==> src/inc/phy_regs_pkg.sv <==
// Summary of operation
// - Interrupt register bit 11 enables link-partner-acknowledge interrupts, reset 0.
// - Interrupt register bit 10 enables link-down interrupts, reset 0.
// - Interrupt register bit 9 enables remote-fault interrupts, reset 0.
// - Interrupt register bit 8 enables link-up interrupts, reset 0.
// - Bits 15..12 enable jabber, receive error, page received, parallel-detect fault; reset 0.
// - Read-only sticky bit 7 flags a jabber event, reset 0.
// - Read-only sticky bit 6 flags a receive error, reset 0.
// - Read-only sticky bit 5 flags a received auto-negotiation page, reset 0.
// - Read-only sticky bit 4 flags a parallel-detection fault, reset 0.
// - Read-only sticky bit 3 flags a link partner acknowledge, reset 0.
// - Read-only sticky bit 2 flags link going down, reset 0.
// - Read-only sticky bit 1 flags a remote fault, reset 0.
// - Read-only sticky bit 0 flags link coming up, reset 0.
// - Writing 1 to diagnostic bit 15 starts the test; it self-clears on completion.
// - Results, including the 9-bit distance in bits 8:0, valid once bit 15 reads 0.
// - Bits 14:13 report outcome: 00 normal, 01 open, 10 short, 11 failed.
// - Bit 12 reports a cable shorter than 10 meters; reset 0.
`default_nettype none

package phy_regs_pkg;

  // ----------------------------------------------------------------
  // Register addresses
  // ----------------------------------------------------------------
  localparam logic [4:0]  REG_INT_ADDR     = 5'h1B;
  localparam logic [4:0]  REG_DIAG_ADDR    = 5'h1D;

  // ----------------------------------------------------------------
  // Interrupt register fields
  // ----------------------------------------------------------------
  localparam int          INT_EN_LSB       = 8;
  localparam int          INT_FLAG_LSB     = 0;
  localparam logic [7:0]  INT_EN_RST       = 8'h00;
  localparam logic [7:0]  INT_FLAG_RST     = 8'h00;

  // ----------------------------------------------------------------
  // Diagnostic register fields
  // ----------------------------------------------------------------
  localparam int          DIAG_START_BIT   = 15;
  localparam int          DIAG_RES_LSB     = 13;
  localparam int          DIAG_SHORT_BIT   = 12;
  localparam int          DIAG_RSVD_LSB    = 9;
  localparam int          DIAG_DIST_LSB    = 0;
  localparam logic [1:0]  DIAG_RES_NORMAL  = 2'h0;
  localparam logic [1:0]  DIAG_RES_OPEN    = 2'h1;
  localparam logic [1:0]  DIAG_RES_SHORT   = 2'h2;
  localparam logic [1:0]  DIAG_RES_FAIL    = 2'h3;
  localparam logic [2:0]  DIAG_RSVD_RST    = 3'h0;
  localparam logic [8:0]  DIAG_DIST_RST    = 9'h000;

  // ----------------------------------------------------------------
  // Management frame format
  // ----------------------------------------------------------------
  localparam logic [5:0]  PRE_ONES         = 6'h20;
  localparam logic [1:0]  OP_READ          = 2'h2;
  localparam logic [1:0]  OP_WRITE         = 2'h1;
  localparam logic [3:0]  HDR_LAST_BIT     = 4'hB;
  localparam logic [3:0]  TA_LAST_BIT      = 4'h1;
  localparam logic [3:0]  DATA_LAST_BIT    = 4'hF;

endpackage

`default_nettype wire

==> src/rtl/pin_sync3.sv <==
`timescale 1ns/1ps
`default_nettype none

// ----------------------------------------------------------------
// Three-stage pin synchroniser with agreement filter
// ----------------------------------------------------------------
module pin_sync3 #(
  parameter int WIDTH = 1
) (
  input  wire logic             mclk,
  input  wire logic             rst_n,
  input  wire logic [WIDTH-1:0] pin_in,
  output logic      [WIDTH-1:0] pin_out
);

  logic [WIDTH-1:0] s1_r;
  logic [WIDTH-1:0] s2_r;
  logic [WIDTH-1:0] s3_r;

  // First stage feeds only the second; the filter looks at stages two and three
  always_ff @(posedge mclk or negedge rst_n) begin
    if (!rst_n) begin
      s1_r    <= '0;
      s2_r    <= '0;
      s3_r    <= '0;
      pin_out <= '0;
    end else begin
      s1_r    <= pin_in;
      s2_r    <= s1_r;
      s3_r    <= s2_r;
      for (int i = 0; i < WIDTH; i++) begin
        if (s2_r[i] == s3_r[i]) begin
          pin_out[i] <= s3_r[i];  // Change counts only once both agree
        end
      end
    end
  end

endmodule // pin_sync3

`default_nettype wire

==> src/rtl/phy_irq_diag_regs.sv <==
`timescale 1ns/1ps
`default_nettype none

module phy_irq_diag_regs #(
  parameter logic [5:0] PRE_ONES = phy_regs_pkg::PRE_ONES
) (
  input  wire logic       mclk,
  input  wire logic       rst_n,
  input  wire logic       mdc,
  input  wire logic       mdio_in,
  input  wire logic [4:0] phy_addr,
  input  wire logic       jabber_evt,
  input  wire logic       rx_err_evt,
  input  wire logic       page_rx_evt,
  input  wire logic       pd_fault_evt,
  input  wire logic       lp_ack_evt,
  input  wire logic       link_down_evt,
  input  wire logic       remote_fault_evt,
  input  wire logic       link_up_evt,
  input  wire logic       diag_done,
  input  wire logic [1:0] diag_result,
  input  wire logic       diag_short,
  input  wire logic [8:0] diag_distance,
  output logic            mdio_out,
  output logic            mdio_oe_n,
  output logic            int_req,
  output logic            diag_start
);

  // ----------------------------------------------------------------
  // Types and signals
  // ----------------------------------------------------------------
  typedef enum logic [2:0] {
    ST_IDLE,
    ST_START,
    ST_HDR,
    ST_TA,
    ST_DATA
  } frame_state_t;

  frame_state_t state_r;
  logic [1:0]   pin_sync;
  logic         mdc_s;
  logic         mdio_s;
  logic         mdc_q_r;
  logic         mdc_rise;
  logic [5:0]   pre_cnt_r;
  logic [3:0]   bit_cnt_r;
  logic [10:0]  hdr_r;
  logic [11:0]  hdr_full;
  logic [15:0]  wr_shift_r;
  logic [15:0]  wr_data;
  logic [15:0]  rd_shift_r;
  logic [15:0]  rd_value;
  logic         sel_rd_r;
  logic         sel_wr_r;
  logic [4:0]   reg_sel_r;
  logic         hdr_done;
  logic         data_done;
  logic         hdr_rd;
  logic         hdr_wr;
  logic         wr_int;
  logic         wr_diag;
  logic         rd_int_clr;
  logic [4:0]   phy_addr_r;
  logic         addr_taken_r;
  logic [7:0]   int_en_r;
  logic [7:0]   int_flag_r;
  logic [7:0]   evt_vec;
  logic         diag_busy_r;
  logic [1:0]   diag_res_r;
  logic         diag_short_r;
  logic [2:0]   diag_rsvd_r;
  logic [8:0]   diag_dist_r;

  // ----------------------------------------------------------------
  // Pin synchronisers and clock edge detect
  // ----------------------------------------------------------------
  pin_sync3 #(
    .WIDTH (2)
  ) u_pin_sync (
    .mclk    (mclk),
    .rst_n   (rst_n),
    .pin_in  ({mdc, mdio_in}),
    .pin_out (pin_sync)
  );

  assign mdc_s  = pin_sync[1];
  assign mdio_s = pin_sync[0];

  // Both pins share one synchroniser delay, so data sampled at the edge is aligned
  always_ff @(posedge mclk or negedge rst_n) begin
    if (!rst_n) begin
      mdc_q_r <= 1'b0;
    end else begin
      mdc_q_r <= mdc_s;
    end
  end

  assign mdc_rise = mdc_s & ~mdc_q_r;

  // Strap address caught once after reset release, not under the reset itself
  always_ff @(posedge mclk or negedge rst_n) begin
    if (!rst_n) begin
      phy_addr_r   <= 5'h00;
      addr_taken_r <= 1'b0;
    end else if (!addr_taken_r) begin
      phy_addr_r   <= phy_addr;
      addr_taken_r <= 1'b1;
    end
  end

  // ----------------------------------------------------------------
  // Frame decode
  // ----------------------------------------------------------------
  assign hdr_full  = {hdr_r, mdio_s};
  assign hdr_done  = mdc_rise && (state_r == ST_HDR) && (bit_cnt_r == phy_regs_pkg::HDR_LAST_BIT);
  assign data_done = mdc_rise && (state_r == ST_DATA) && (bit_cnt_r == phy_regs_pkg::DATA_LAST_BIT);
  assign wr_data   = {wr_shift_r[14:0], mdio_s};

  // Only the two registers of this block answer; other addresses stay undriven
  always_comb begin
    hdr_rd = 1'b0;
    hdr_wr = 1'b0;
    if (addr_taken_r && (hdr_full[9:5] == phy_addr_r) &&
        ((hdr_full[4:0] == phy_regs_pkg::REG_INT_ADDR) ||
         (hdr_full[4:0] == phy_regs_pkg::REG_DIAG_ADDR))) begin
      hdr_rd = (hdr_full[11:10] == phy_regs_pkg::OP_READ);
      hdr_wr = (hdr_full[11:10] == phy_regs_pkg::OP_WRITE);
    end
  end

  assign wr_int     = data_done && sel_wr_r && (reg_sel_r == phy_regs_pkg::REG_INT_ADDR);
  assign wr_diag    = data_done && sel_wr_r && (reg_sel_r == phy_regs_pkg::REG_DIAG_ADDR);
  assign rd_int_clr = hdr_done && hdr_rd && (hdr_full[4:0] == phy_regs_pkg::REG_INT_ADDR);

  // Frame sequencer; a full preamble is required before every frame
  always_ff @(posedge mclk or negedge rst_n) begin
    if (!rst_n) begin
      state_r   <= ST_IDLE;
      pre_cnt_r <= 6'h00;
      bit_cnt_r <= 4'h0;
      hdr_r     <= 11'h000;
      sel_rd_r  <= 1'b0;
      sel_wr_r  <= 1'b0;
      reg_sel_r <= 5'h00;
    end else if (mdc_rise) begin
      case (state_r)
        ST_IDLE: begin
          if (mdio_s) begin
            if (pre_cnt_r < PRE_ONES) begin
              pre_cnt_r <= pre_cnt_r + 6'h01;
            end
          end else begin
            if (pre_cnt_r >= PRE_ONES) begin
              state_r <= ST_START;
            end
            pre_cnt_r <= 6'h00;
          end
        end
        ST_START: begin
          bit_cnt_r <= 4'h0;
          state_r   <= mdio_s ? ST_HDR : ST_IDLE;
        end
        ST_HDR: begin
          hdr_r     <= hdr_full[10:0];
          bit_cnt_r <= bit_cnt_r + 4'h1;
          if (bit_cnt_r == phy_regs_pkg::HDR_LAST_BIT) begin
            state_r   <= ST_TA;
            bit_cnt_r <= 4'h0;
            sel_rd_r  <= hdr_rd;
            sel_wr_r  <= hdr_wr;
            reg_sel_r <= hdr_full[4:0];
          end
        end
        ST_TA: begin
          bit_cnt_r <= bit_cnt_r + 4'h1;
          if (bit_cnt_r == phy_regs_pkg::TA_LAST_BIT) begin
            state_r   <= ST_DATA;
            bit_cnt_r <= 4'h0;
          end
        end
        ST_DATA: begin
          bit_cnt_r <= bit_cnt_r + 4'h1;
          if (bit_cnt_r == phy_regs_pkg::DATA_LAST_BIT) begin
            state_r   <= ST_IDLE;
            bit_cnt_r <= 4'h0;
            sel_rd_r  <= 1'b0;
            sel_wr_r  <= 1'b0;
          end
        end
        default: begin
          state_r <= ST_IDLE;
        end
      endcase
    end
  end

  // Write data collector
  always_ff @(posedge mclk or negedge rst_n) begin
    if (!rst_n) begin
      wr_shift_r <= 16'h0000;
    end else if (mdc_rise && (state_r == ST_DATA)) begin
      wr_shift_r <= wr_data;
    end
  end

  // ----------------------------------------------------------------
  // Read data path
  // ----------------------------------------------------------------
  // Register images; reserved diagnostic bits read back as written
  always_comb begin
    rd_value = 16'h0000;
    if (hdr_full[4:0] == phy_regs_pkg::REG_INT_ADDR) begin
      rd_value[phy_regs_pkg::INT_EN_LSB +: 8]   = int_en_r;
      rd_value[phy_regs_pkg::INT_FLAG_LSB +: 8] = int_flag_r;
    end else begin
      rd_value[phy_regs_pkg::DIAG_START_BIT]    = diag_busy_r;
      rd_value[phy_regs_pkg::DIAG_RES_LSB +: 2] = diag_res_r;
      rd_value[phy_regs_pkg::DIAG_SHORT_BIT]    = diag_short_r;
      rd_value[phy_regs_pkg::DIAG_RSVD_LSB +: 3] = diag_rsvd_r;
      rd_value[phy_regs_pkg::DIAG_DIST_LSB +: 9] = diag_dist_r;
    end
  end

  // Drive after each rising edge so the master samples stable data on the next one
  always_ff @(posedge mclk or negedge rst_n) begin
    if (!rst_n) begin
      rd_shift_r <= 16'h0000;
      mdio_out   <= 1'b0;
      mdio_oe_n  <= 1'b1;
    end else if (mdc_rise) begin
      if (hdr_done && hdr_rd) begin
        rd_shift_r <= rd_value;  // Snapshot taken before the flags clear
      end else if (sel_rd_r && (state_r == ST_TA) && (bit_cnt_r == 4'h0)) begin
        mdio_oe_n <= 1'b0;
        mdio_out  <= 1'b0;
      end else if (sel_rd_r && ((state_r == ST_TA) ||
                                ((state_r == ST_DATA) && (bit_cnt_r != phy_regs_pkg::DATA_LAST_BIT)))) begin
        mdio_out   <= rd_shift_r[15];
        rd_shift_r <= {rd_shift_r[14:0], 1'b0};
      end else begin
        mdio_oe_n <= 1'b1;
        mdio_out  <= 1'b0;
      end
    end
  end

  // ----------------------------------------------------------------
  // Interrupt control and status
  // ----------------------------------------------------------------
  assign evt_vec = {jabber_evt, rx_err_evt, page_rx_evt, pd_fault_evt,
                    lp_ack_evt, link_down_evt, remote_fault_evt, link_up_evt};

  // Enables; upper nibble covers jabber, rx error, page, parallel-detect
  always_ff @(posedge mclk or negedge rst_n) begin
    if (!rst_n) begin
      int_en_r <= phy_regs_pkg::INT_EN_RST;
    end else if (wr_int) begin
      int_en_r[7:4] <= wr_data[15:12];
      int_en_r[3]   <= wr_data[11];
      int_en_r[2]   <= wr_data[10];
      int_en_r[1]   <= wr_data[9];
      int_en_r[0]   <= wr_data[8];
    end
  end

  // Sticky flags: an event in the clearing cycle wins, so nothing is lost
  always_ff @(posedge mclk or negedge rst_n) begin
    if (!rst_n) begin
      int_flag_r <= phy_regs_pkg::INT_FLAG_RST;
    end else begin
      int_flag_r[7] <= (int_flag_r[7] & ~rd_int_clr) | evt_vec[7];
      int_flag_r[6] <= (int_flag_r[6] & ~rd_int_clr) | evt_vec[6];
      int_flag_r[5] <= (int_flag_r[5] & ~rd_int_clr) | evt_vec[5];
      int_flag_r[4] <= (int_flag_r[4] & ~rd_int_clr) | evt_vec[4];
      int_flag_r[3] <= (int_flag_r[3] & ~rd_int_clr) | evt_vec[3];
      int_flag_r[2] <= (int_flag_r[2] & ~rd_int_clr) | evt_vec[2];
      int_flag_r[1] <= (int_flag_r[1] & ~rd_int_clr) | evt_vec[1];
      int_flag_r[0] <= (int_flag_r[0] & ~rd_int_clr) | evt_vec[0];
    end
  end

  // Registered request; lags the flag by one cycle
  always_ff @(posedge mclk or negedge rst_n) begin
    if (!rst_n) begin
      int_req <= 1'b0;
    end else begin
      int_req <= |(int_flag_r & int_en_r);
    end
  end

  // ----------------------------------------------------------------
  // Cable diagnostic control and status
  // ----------------------------------------------------------------
  // A start while a test runs is ignored; the test cannot be aborted
  always_ff @(posedge mclk or negedge rst_n) begin
    if (!rst_n) begin
      diag_busy_r <= 1'b0;
      diag_start  <= 1'b0;
    end else begin
      diag_start <= 1'b0;
      if (diag_busy_r && diag_done) begin
        diag_busy_r <= 1'b0;
      end else if (wr_diag && wr_data[phy_regs_pkg::DIAG_START_BIT] && !diag_busy_r) begin
        diag_busy_r <= 1'b1;
        diag_start  <= 1'b1;
      end
    end
  end

  // Results change only at completion, so they are stable once the start bit drops
  always_ff @(posedge mclk or negedge rst_n) begin
    if (!rst_n) begin
      diag_res_r   <= phy_regs_pkg::DIAG_RES_NORMAL;
      diag_short_r <= 1'b0;
      diag_dist_r  <= phy_regs_pkg::DIAG_DIST_RST;
    end else if (diag_busy_r && diag_done) begin
      diag_res_r   <= diag_result;
      diag_short_r <= diag_short;
      diag_dist_r  <= diag_distance;
    end
  end

  // Reserved read-write bits of the diagnostic register
  always_ff @(posedge mclk or negedge rst_n) begin
    if (!rst_n) begin
      diag_rsvd_r <= phy_regs_pkg::DIAG_RSVD_RST;
    end else if (wr_diag) begin
      diag_rsvd_r <= wr_data[phy_regs_pkg::DIAG_RSVD_LSB +: 3];
    end
  end

endmodule // phy_irq_diag_regs

`default_nettype wire

==> config.mk <==
export PLATFORM = sky130hd
export DESIGN_NAME = phy_irq_diag_regs
export DESIGN_NICKNAME = d
export VERILOG_FILES = /design/src/inc/phy_regs_pkg.sv /design/src/rtl/pin_sync3.sv /design/src/rtl/phy_irq_diag_regs.sv
export SDC_FILE = /design/constraint.sdc
export NUM_CORES = 1
export LEC_CHECK = 0
export BUFFER_PORTS_ARGS = -buffer_cell sky130_fd_sc_hd__buf_4
export CORE_MARGIN = 4
export CORE_UTILIZATION = 62
export CTS_BUF_LIST = sky130_fd_sc_hd__clkbuf_4 sky130_fd_sc_hd__clkbuf_8
export DETAILED_ROUTE_END_ITERATION = 10
export PLACE_DENSITY = 0.8
export SETUP_SLACK_MARGIN = 0.4
export SLEW_MARGIN = 10
export SYNTH_ARGS = -nofsm -noshare
export SYNTH_HDL_FRONTEND = slang
export SYNTH_HIERARCHICAL = 1
export SYNTH_SLANG_ARGS = --single-unit
==> constraint.sdc <==
create_clock -name mclk -period 2.2 [get_ports mclk]
set_input_delay 0.44 -clock mclk [delete_from_list [all_inputs] [get_ports mclk]]
set_output_delay 0.44 -clock mclk [all_outputs]
set_load 0.01 [all_outputs]
; Word-level counts from Yosys, hierarchy flattened
; Index checks and enable logic that the tools add are counted.
; W data, S select, Z words.
[totals]
regBits = 113
word_cells = 147
output_inout_bits = 4
inputBits = 30
[classes]
n_mux = 32
order_cmp = 2
eq_ne = 25
n_bitwise = 21
addsub = 2
reduce_logical = 37
[ops]
columns = cell, count
row1 = $mux W16, 4
row2 = $eq A5 B5 Y1 const B, 4
row3 = $logic_and A1 B1 Y1, 18
row4 = $pmux W4 S4, 1
row5 = $mux W3, 5
row6 = $pmux W3 S5, 1
row7 = $mux W1, 13
row8 = $mux W4, 3
row9 = $mux W6, 2
row10 = $ne A2 B2 Y1 const B, 6
row11 = $reduce_and A3 Y1, 4
row12 = $and A1 B1 Y1, 9
row13 = $and A8 B8 Y8, 1
row14 = $eq A4 B4 Y1 const B, 2
row15 = $or A1 B1 Y1, 8
row16 = $reduce_or A8 Y1, 1
row17 = $add A6 B1 Y6 const B, 1
row18 = $eq A3 B2 Y1 const B, 2
row19 = $ge A6 B6 Y1 const B, 1
row20 = $lt A6 B6 Y1 const B, 1
row21 = $reduce_and A2 Y1, 3
row22 = $reduce_and A6 Y1, 1
row23 = $reduce_bool A2 Y1, 3
row24 = $eq A5 B5 Y1, 1
row25 = other kinds (18), 24

; Longest topological paths before layout
[depth]
depth_word = 10
depth_mapped = 8
ltp_nobuf = 6

; Hierarchy
; The synthesis kept the hierarchy.
[modules_own_cells]
columns = mod, cells_each, n_inst, seq_area_each_um2, area_each_um2
row1 = phy_irq_diag_regs, 390, 1, 2628.8, 4772.1
row2 = pin_sync3, 10, 1, 200.2, 222.7

; Least setup slack after synthesis
; OpenSTA, ideal clock, no wires.
[synth_path]
path_kind = reg-to-reg
startpoint = register bit_cnt_r[0]
endpoint = register int_flag_r[0]
path_stages_with_launch = 8
t_arrival_ps = 1831
path_slack_ps = 251
path_buffers = 1
required_time_ps = 2082
setup_time_ps = 118
period_less_slack_ps = 1949
cell_sequence = dfrtp_1 > ha_1 > nand3b_4 > nor4_4 > nand4_4 > or2_1 > buf_6 > a21o_1
[synth_between]
elab_chain_cells = 7
[synth_lines]
columns = element, line_no
row1 = start: declaration, phy_irq_diag_regs.sv:48  ; logic [3:0] bit_cnt_r;
row2 = start signal: assignment, phy_irq_diag_regs.sv:167  ; bit_cnt_r <= bit_cnt_r + 4'h1;
row3 = start signal: assignment, phy_irq_diag_regs.sv:177  ; bit_cnt_r <= bit_cnt_r + 4'h1;
row4 = start signal: assignment, phy_irq_diag_regs.sv:184  ; bit_cnt_r <= bit_cnt_r + 4'h1;
row5 = $eq A4 B4 Y1, phy_irq_diag_regs.sv:117  ; assign hdr_done = mdc_rise && (state_r == ST_HDR) && (bit_cnt_r == phy_regs_pkg::HDR_LAST_BIT);
row6 = $logic_and A1 B1 Y1, phy_irq_diag_regs.sv:117
row7 = $logic_and A1 B1 Y1 (2 in series), phy_irq_diag_regs.sv:135  ; assign rd_int_clr = hdr_done && hdr_rd && (hdr_full[4:0] == phy_regs_pkg::REG_INT_ADDR);
row8 = $not A1 Y1, phy_irq_diag_regs.sv:280  ; int_flag_r[0] <= (int_flag_r[0] & ~rd_int_clr) | evt_vec[0];
row9 = $and A1 B1 Y1, phy_irq_diag_regs.sv:280
row10 = $or A1 B1 Y1, phy_irq_diag_regs.sv:280
row11 = end signal: assignment, phy_irq_diag_regs.sv:271  ; int_flag_r <= phy_regs_pkg::INT_FLAG_RST;
row12 = end signal: assignment, phy_irq_diag_regs.sv:280
row13 = end: declaration, phy_irq_diag_regs.sv:68  ; logic [7:0] int_flag_r;
; Every way passes these cells.
; A chain may end at the register's enable or synchronous reset.

; Worst setup path in the final report
[layout_path]
startpoint = register state_r[2]
endpoint = register state_r[0]
[layout_between]
elab_chain_cells = 3
elab_cells_between_ends = 12
cone_classes = eq/ne (9) / mux (1) / reduce/logical (2)
[layout_lines]
columns = element, line_no
row1 = start: declaration, phy_irq_diag_regs.sv:41  ; frame_state_t state_r;
row2 = start signal: assignment, phy_irq_diag_regs.sv:163  ; state_r <= mdio_s ? ST_HDR : ST_IDLE;
row3 = "$eq A3 B2 Y1, or another cell as far along", phy_irq_diag_regs.sv:148  ; case (state_r)
row4 = $ne A2 B2 Y1 (no line) or $ne A2 B1 Y1 (tied branches), --
row5 = $reduce_and A6 Y1 (no line), --
; Parallel ways exist; a longest one is shown, timed or not.

==> flow_summary.json <==
{
  "status": "completed",
  "netlist_instances": 400,
  "crit_slowest_cell": "o211ai_1",
  "rr_startpoint": "state_r[2]",
  "wl_per_cell_um": 17.90,
  "yosysTopAreaCellShare_pct": 56.11,
  "worstPathArrival_ps": 2190,
  "power_density_mw_per_mm2": 737.2,
  "power_uw": 4501,
  "r2r_slack_ps": 310,
  "placement_rows": 32,
  "cp-startpoint": "state_r[2]",
  "diodes": 0,
  "post-route-min-period_ps": 1885,
  "seqPwrFrac_pct": 49.8,
  "drt_iter0_drc": 182,
  "p_leak_uw": 0.002820,
  "whs_ps": 1.484,
  "relSlewSlack_pct": 62.56,
  "drc": 0,
  "dr.pass1.iters": 5,
  "grt_max_degree": 43,
  "ir_drop_mv": 0.6759,
  "port_buffers": 33,
  "synth_common_cells": "dfrtp_1, mux2_2, nand2_1",
  "core_area_mm2": 0.007767,
  "ys_ff_latch": 113,
  "rsz0062_at_grt": "true",
  "endpoint": "state_r[0]",
  "cts-htree-levels": 4,
  "synth_edf_count": 0,
  "grt_pass1_wl_um": 17190,
  "setup_viol_count_final": 0,
  "avgSynthCellArea_um2": 12.49,
  "fin_worst_skew_ps": 11.27,
  "post-dp-hpwl_um": 6598,
  "r2r_cells": 6,
  "place_area_mm2": 0.005414,
  "start_util_pct": 64.30,
  "clkTransAtPathRegs_ps": 70,
  "ys_seq_area_share_pct": 56.64,
  "power_switching_uw": 1130,
  "die_width_um": 97.76,
  "vias": 3467,
  "cts.path.max_buffers": 2,
  "drive_gt1_share_pct": 41.04,
  "maxSlewViolCount": 0,
  "globalRouteTotalUtil_pct": 22.42,
  "tightest_slew_ps": 559.2,
  "pin_count": 34,
  "grt_overflow": 0,
  "die_area_mm2": 0.009556,
  "p_comb_share_pct": 7.0,
  "cap_violations": 0,
  "cts_tree": "yes",
  "synth_area_mm2": 0.004995,
  "tns_ps": 0,
  "cts_buffers": 17,
  "synthMostInstantiatedCell": "dfrtp_1",
  "synthFlopType": "dfrtp_1",
  "die_height_um": 97.76,
  "synthToLayoutAreaGrowth_pct": 22.24,
  "place_inst": 528,
  "finalHoldViolCount": 0,
  "first_global_vias": 3573,
  "finalNonFillerCells": 582,
  "path_max_fanout": 5,
  "postCtsHoldBufs": 0,
  "fin_crit_sh_pct": 85.70,
  "syn_nets": 435,
  "worstPathRequired_ps": 2510,
  "worst_setup_path_end_kind": "flip-flop",
  "synth_cell_types": 52,
  "async_reset_ff_share_pct": 100.0,
  "gp_congestion": 0.8144,
  "viasPerCell": 5.957,
  "clock_latency_ps": 420,
  "critPathLaunchType": "flip-flop",
  "wirelength_um": 10420,
  "pwr-share-clk_pct": 43.2,
  "yosysTopAreaCell": "dfrtp_1",
  "design_area_mm2": 0.006106,
  "cts_sinks": 113,
  "antenna_found_initial": 0,
  "p_sw_share_pct": 25.10,
  "hold_class": "in -> async",
  "path_cells": "buf_6, nor2b_1, a22oi_2, o211ai_1, nor4_2, a21o_1",
  "nets": 502,
  "num-fill-cells": 453,
  "p_int_uw": 3372,
  "ys_warn_count": 6,
  "synth_area_leaders": "dfrtp_1, mux2_2, mux2i_1, o211ai_1, nand3_1",
  "r2r-end": "state_r[0]",
  "setup.worst_path.class": "reg -> reg",
  "antenna_left": 0,
  "fmax_mhz": 530.4,
  "root_buffer": "clkbuf_8",
  "max_stage_delay_ps": 490
}
==> cells in the final DEF (no fill, tap or decap), drive strengths merged, types with 11 or more instances in the layout <==
cell    instances
dfrtp         112
buf            69
mux2           59
nand2          31
nand3          23
clkbuf         18
mux2i          17
o211ai         16
o21ai          15
inv            13
a21o           11
==> repair_timing <==
| action | CTS | global route |
|---|---|---|
| resized for setup | 11 | 22 |
| pin swaps | 15 | 13 |
| setup endpoints to repair | 38 | 44 |
| cloned | 0 | 1 |
| buffers inserted | 11 | 10 |
==> flip-flops by register name, indices dropped and copies added (netlist names), 4 cells and up <==
| signal | flops |
|---|---|
| int_flag_r | 8 |
| int_en_r | 8 |
| bit_cnt_r | 4 |
| hdr_r | 11 |
| pre_cnt_r | 6 |
| diag_dist_r | 9 |
| rd_shift_r | 16 |
| phy_addr_r | 5 |
| reg_sel_r | 5 |
| wr_shift_r | 15 |
==> worst max-delay path: cells and delay by family, from the launching register on <==
kind | cells | cell delay [ps]
buffers and inverters | 1 | 150
flip-flops | 1 | 440
AND/OR/NAND/NOR | 2 | 370
AO/OA/AOI/OAI | 3 | 810
==> power groups by stage <==
stage / Clock, uW / Combinational [uW] / Sequential [uW]
after floorplan: 0 / 169 / 2250
after CTS: 1980 / 297 / 2240
after global placement: 0 / 280 / 2270
after detailed placement: 0 / 295 / 2280
after global routing: 2080 / 352 / 2250
final: 1950 / 313 / 2240
==> how the worst min path moves through the flow <==
stage / from / to / slack (ps) / cells past startpoint
3_3_place_gp: u_pin_sync/s1_r[1] / u_pin_sync/s2_r[1] / 330 / 0
3_5_place_dp: u_pin_sync/s1_r[0] / u_pin_sync/s2_r[0] / 340 / 0
2_1_floorplan: rst_n / addr_taken_r / 140 / 0
6_report: rst_n / pre_cnt_r[2] / 1 / 1
5_1_grt: rst_n / pre_cnt_r[2] / 20 / 1
4_1_cts: rst_n / mdio_out / 6 / 1
==> metal layers <==
metal  track usage (%)  share of wire [%]
met5                 0                  0
met1             30.03                 44
met2             35.32                 50
met4             9.904                1.6
met3             5.214                3.7
==> metrics by stage <==
stage          setup WS, ps  utilization [%]
4_1_cts               351.8            76.37
6_report              314.7            78.61
3_5_place_dp          210.5            69.70
2_1_floorplan         307.2                -
5_1_grt               234.9            78.61
3_3_place_gp          275.7            69.70
==> logic make-up after synthesis <==
family	count (synthesis)	synth area share, %
AND/OR/NAND/NOR	96	11.52
multiplexers	76	16.71
AO/OA/AOI/OAI	69	9.219
other	1	0.07508
buffers and inverters	31	2.906
adder cells (fa/ha/maj)	7	1.703
flip-flops	113	56.64
XOR/XNOR	7	1.227
==> area by class of cell <==
| type | count | area (um^2) | area share [%] |
|---|---|---|---|
| clock inverter | 14 | 155.1 | 2.541 |
| multi-input combinational | 256 | 2142 | 35.08 |
| sequential | 113 | 2836 | 46.45 |
| timing repair buffer | 69 | 559.3 | 9.160 |
| clock buffer | 18 | 247.7 | 4.057 |
| tap | 102 | 127.6 | 2.090 |
| inverter | 10 | 37.54 | 0.6148 |
Power figures use the tool's default switching activity.
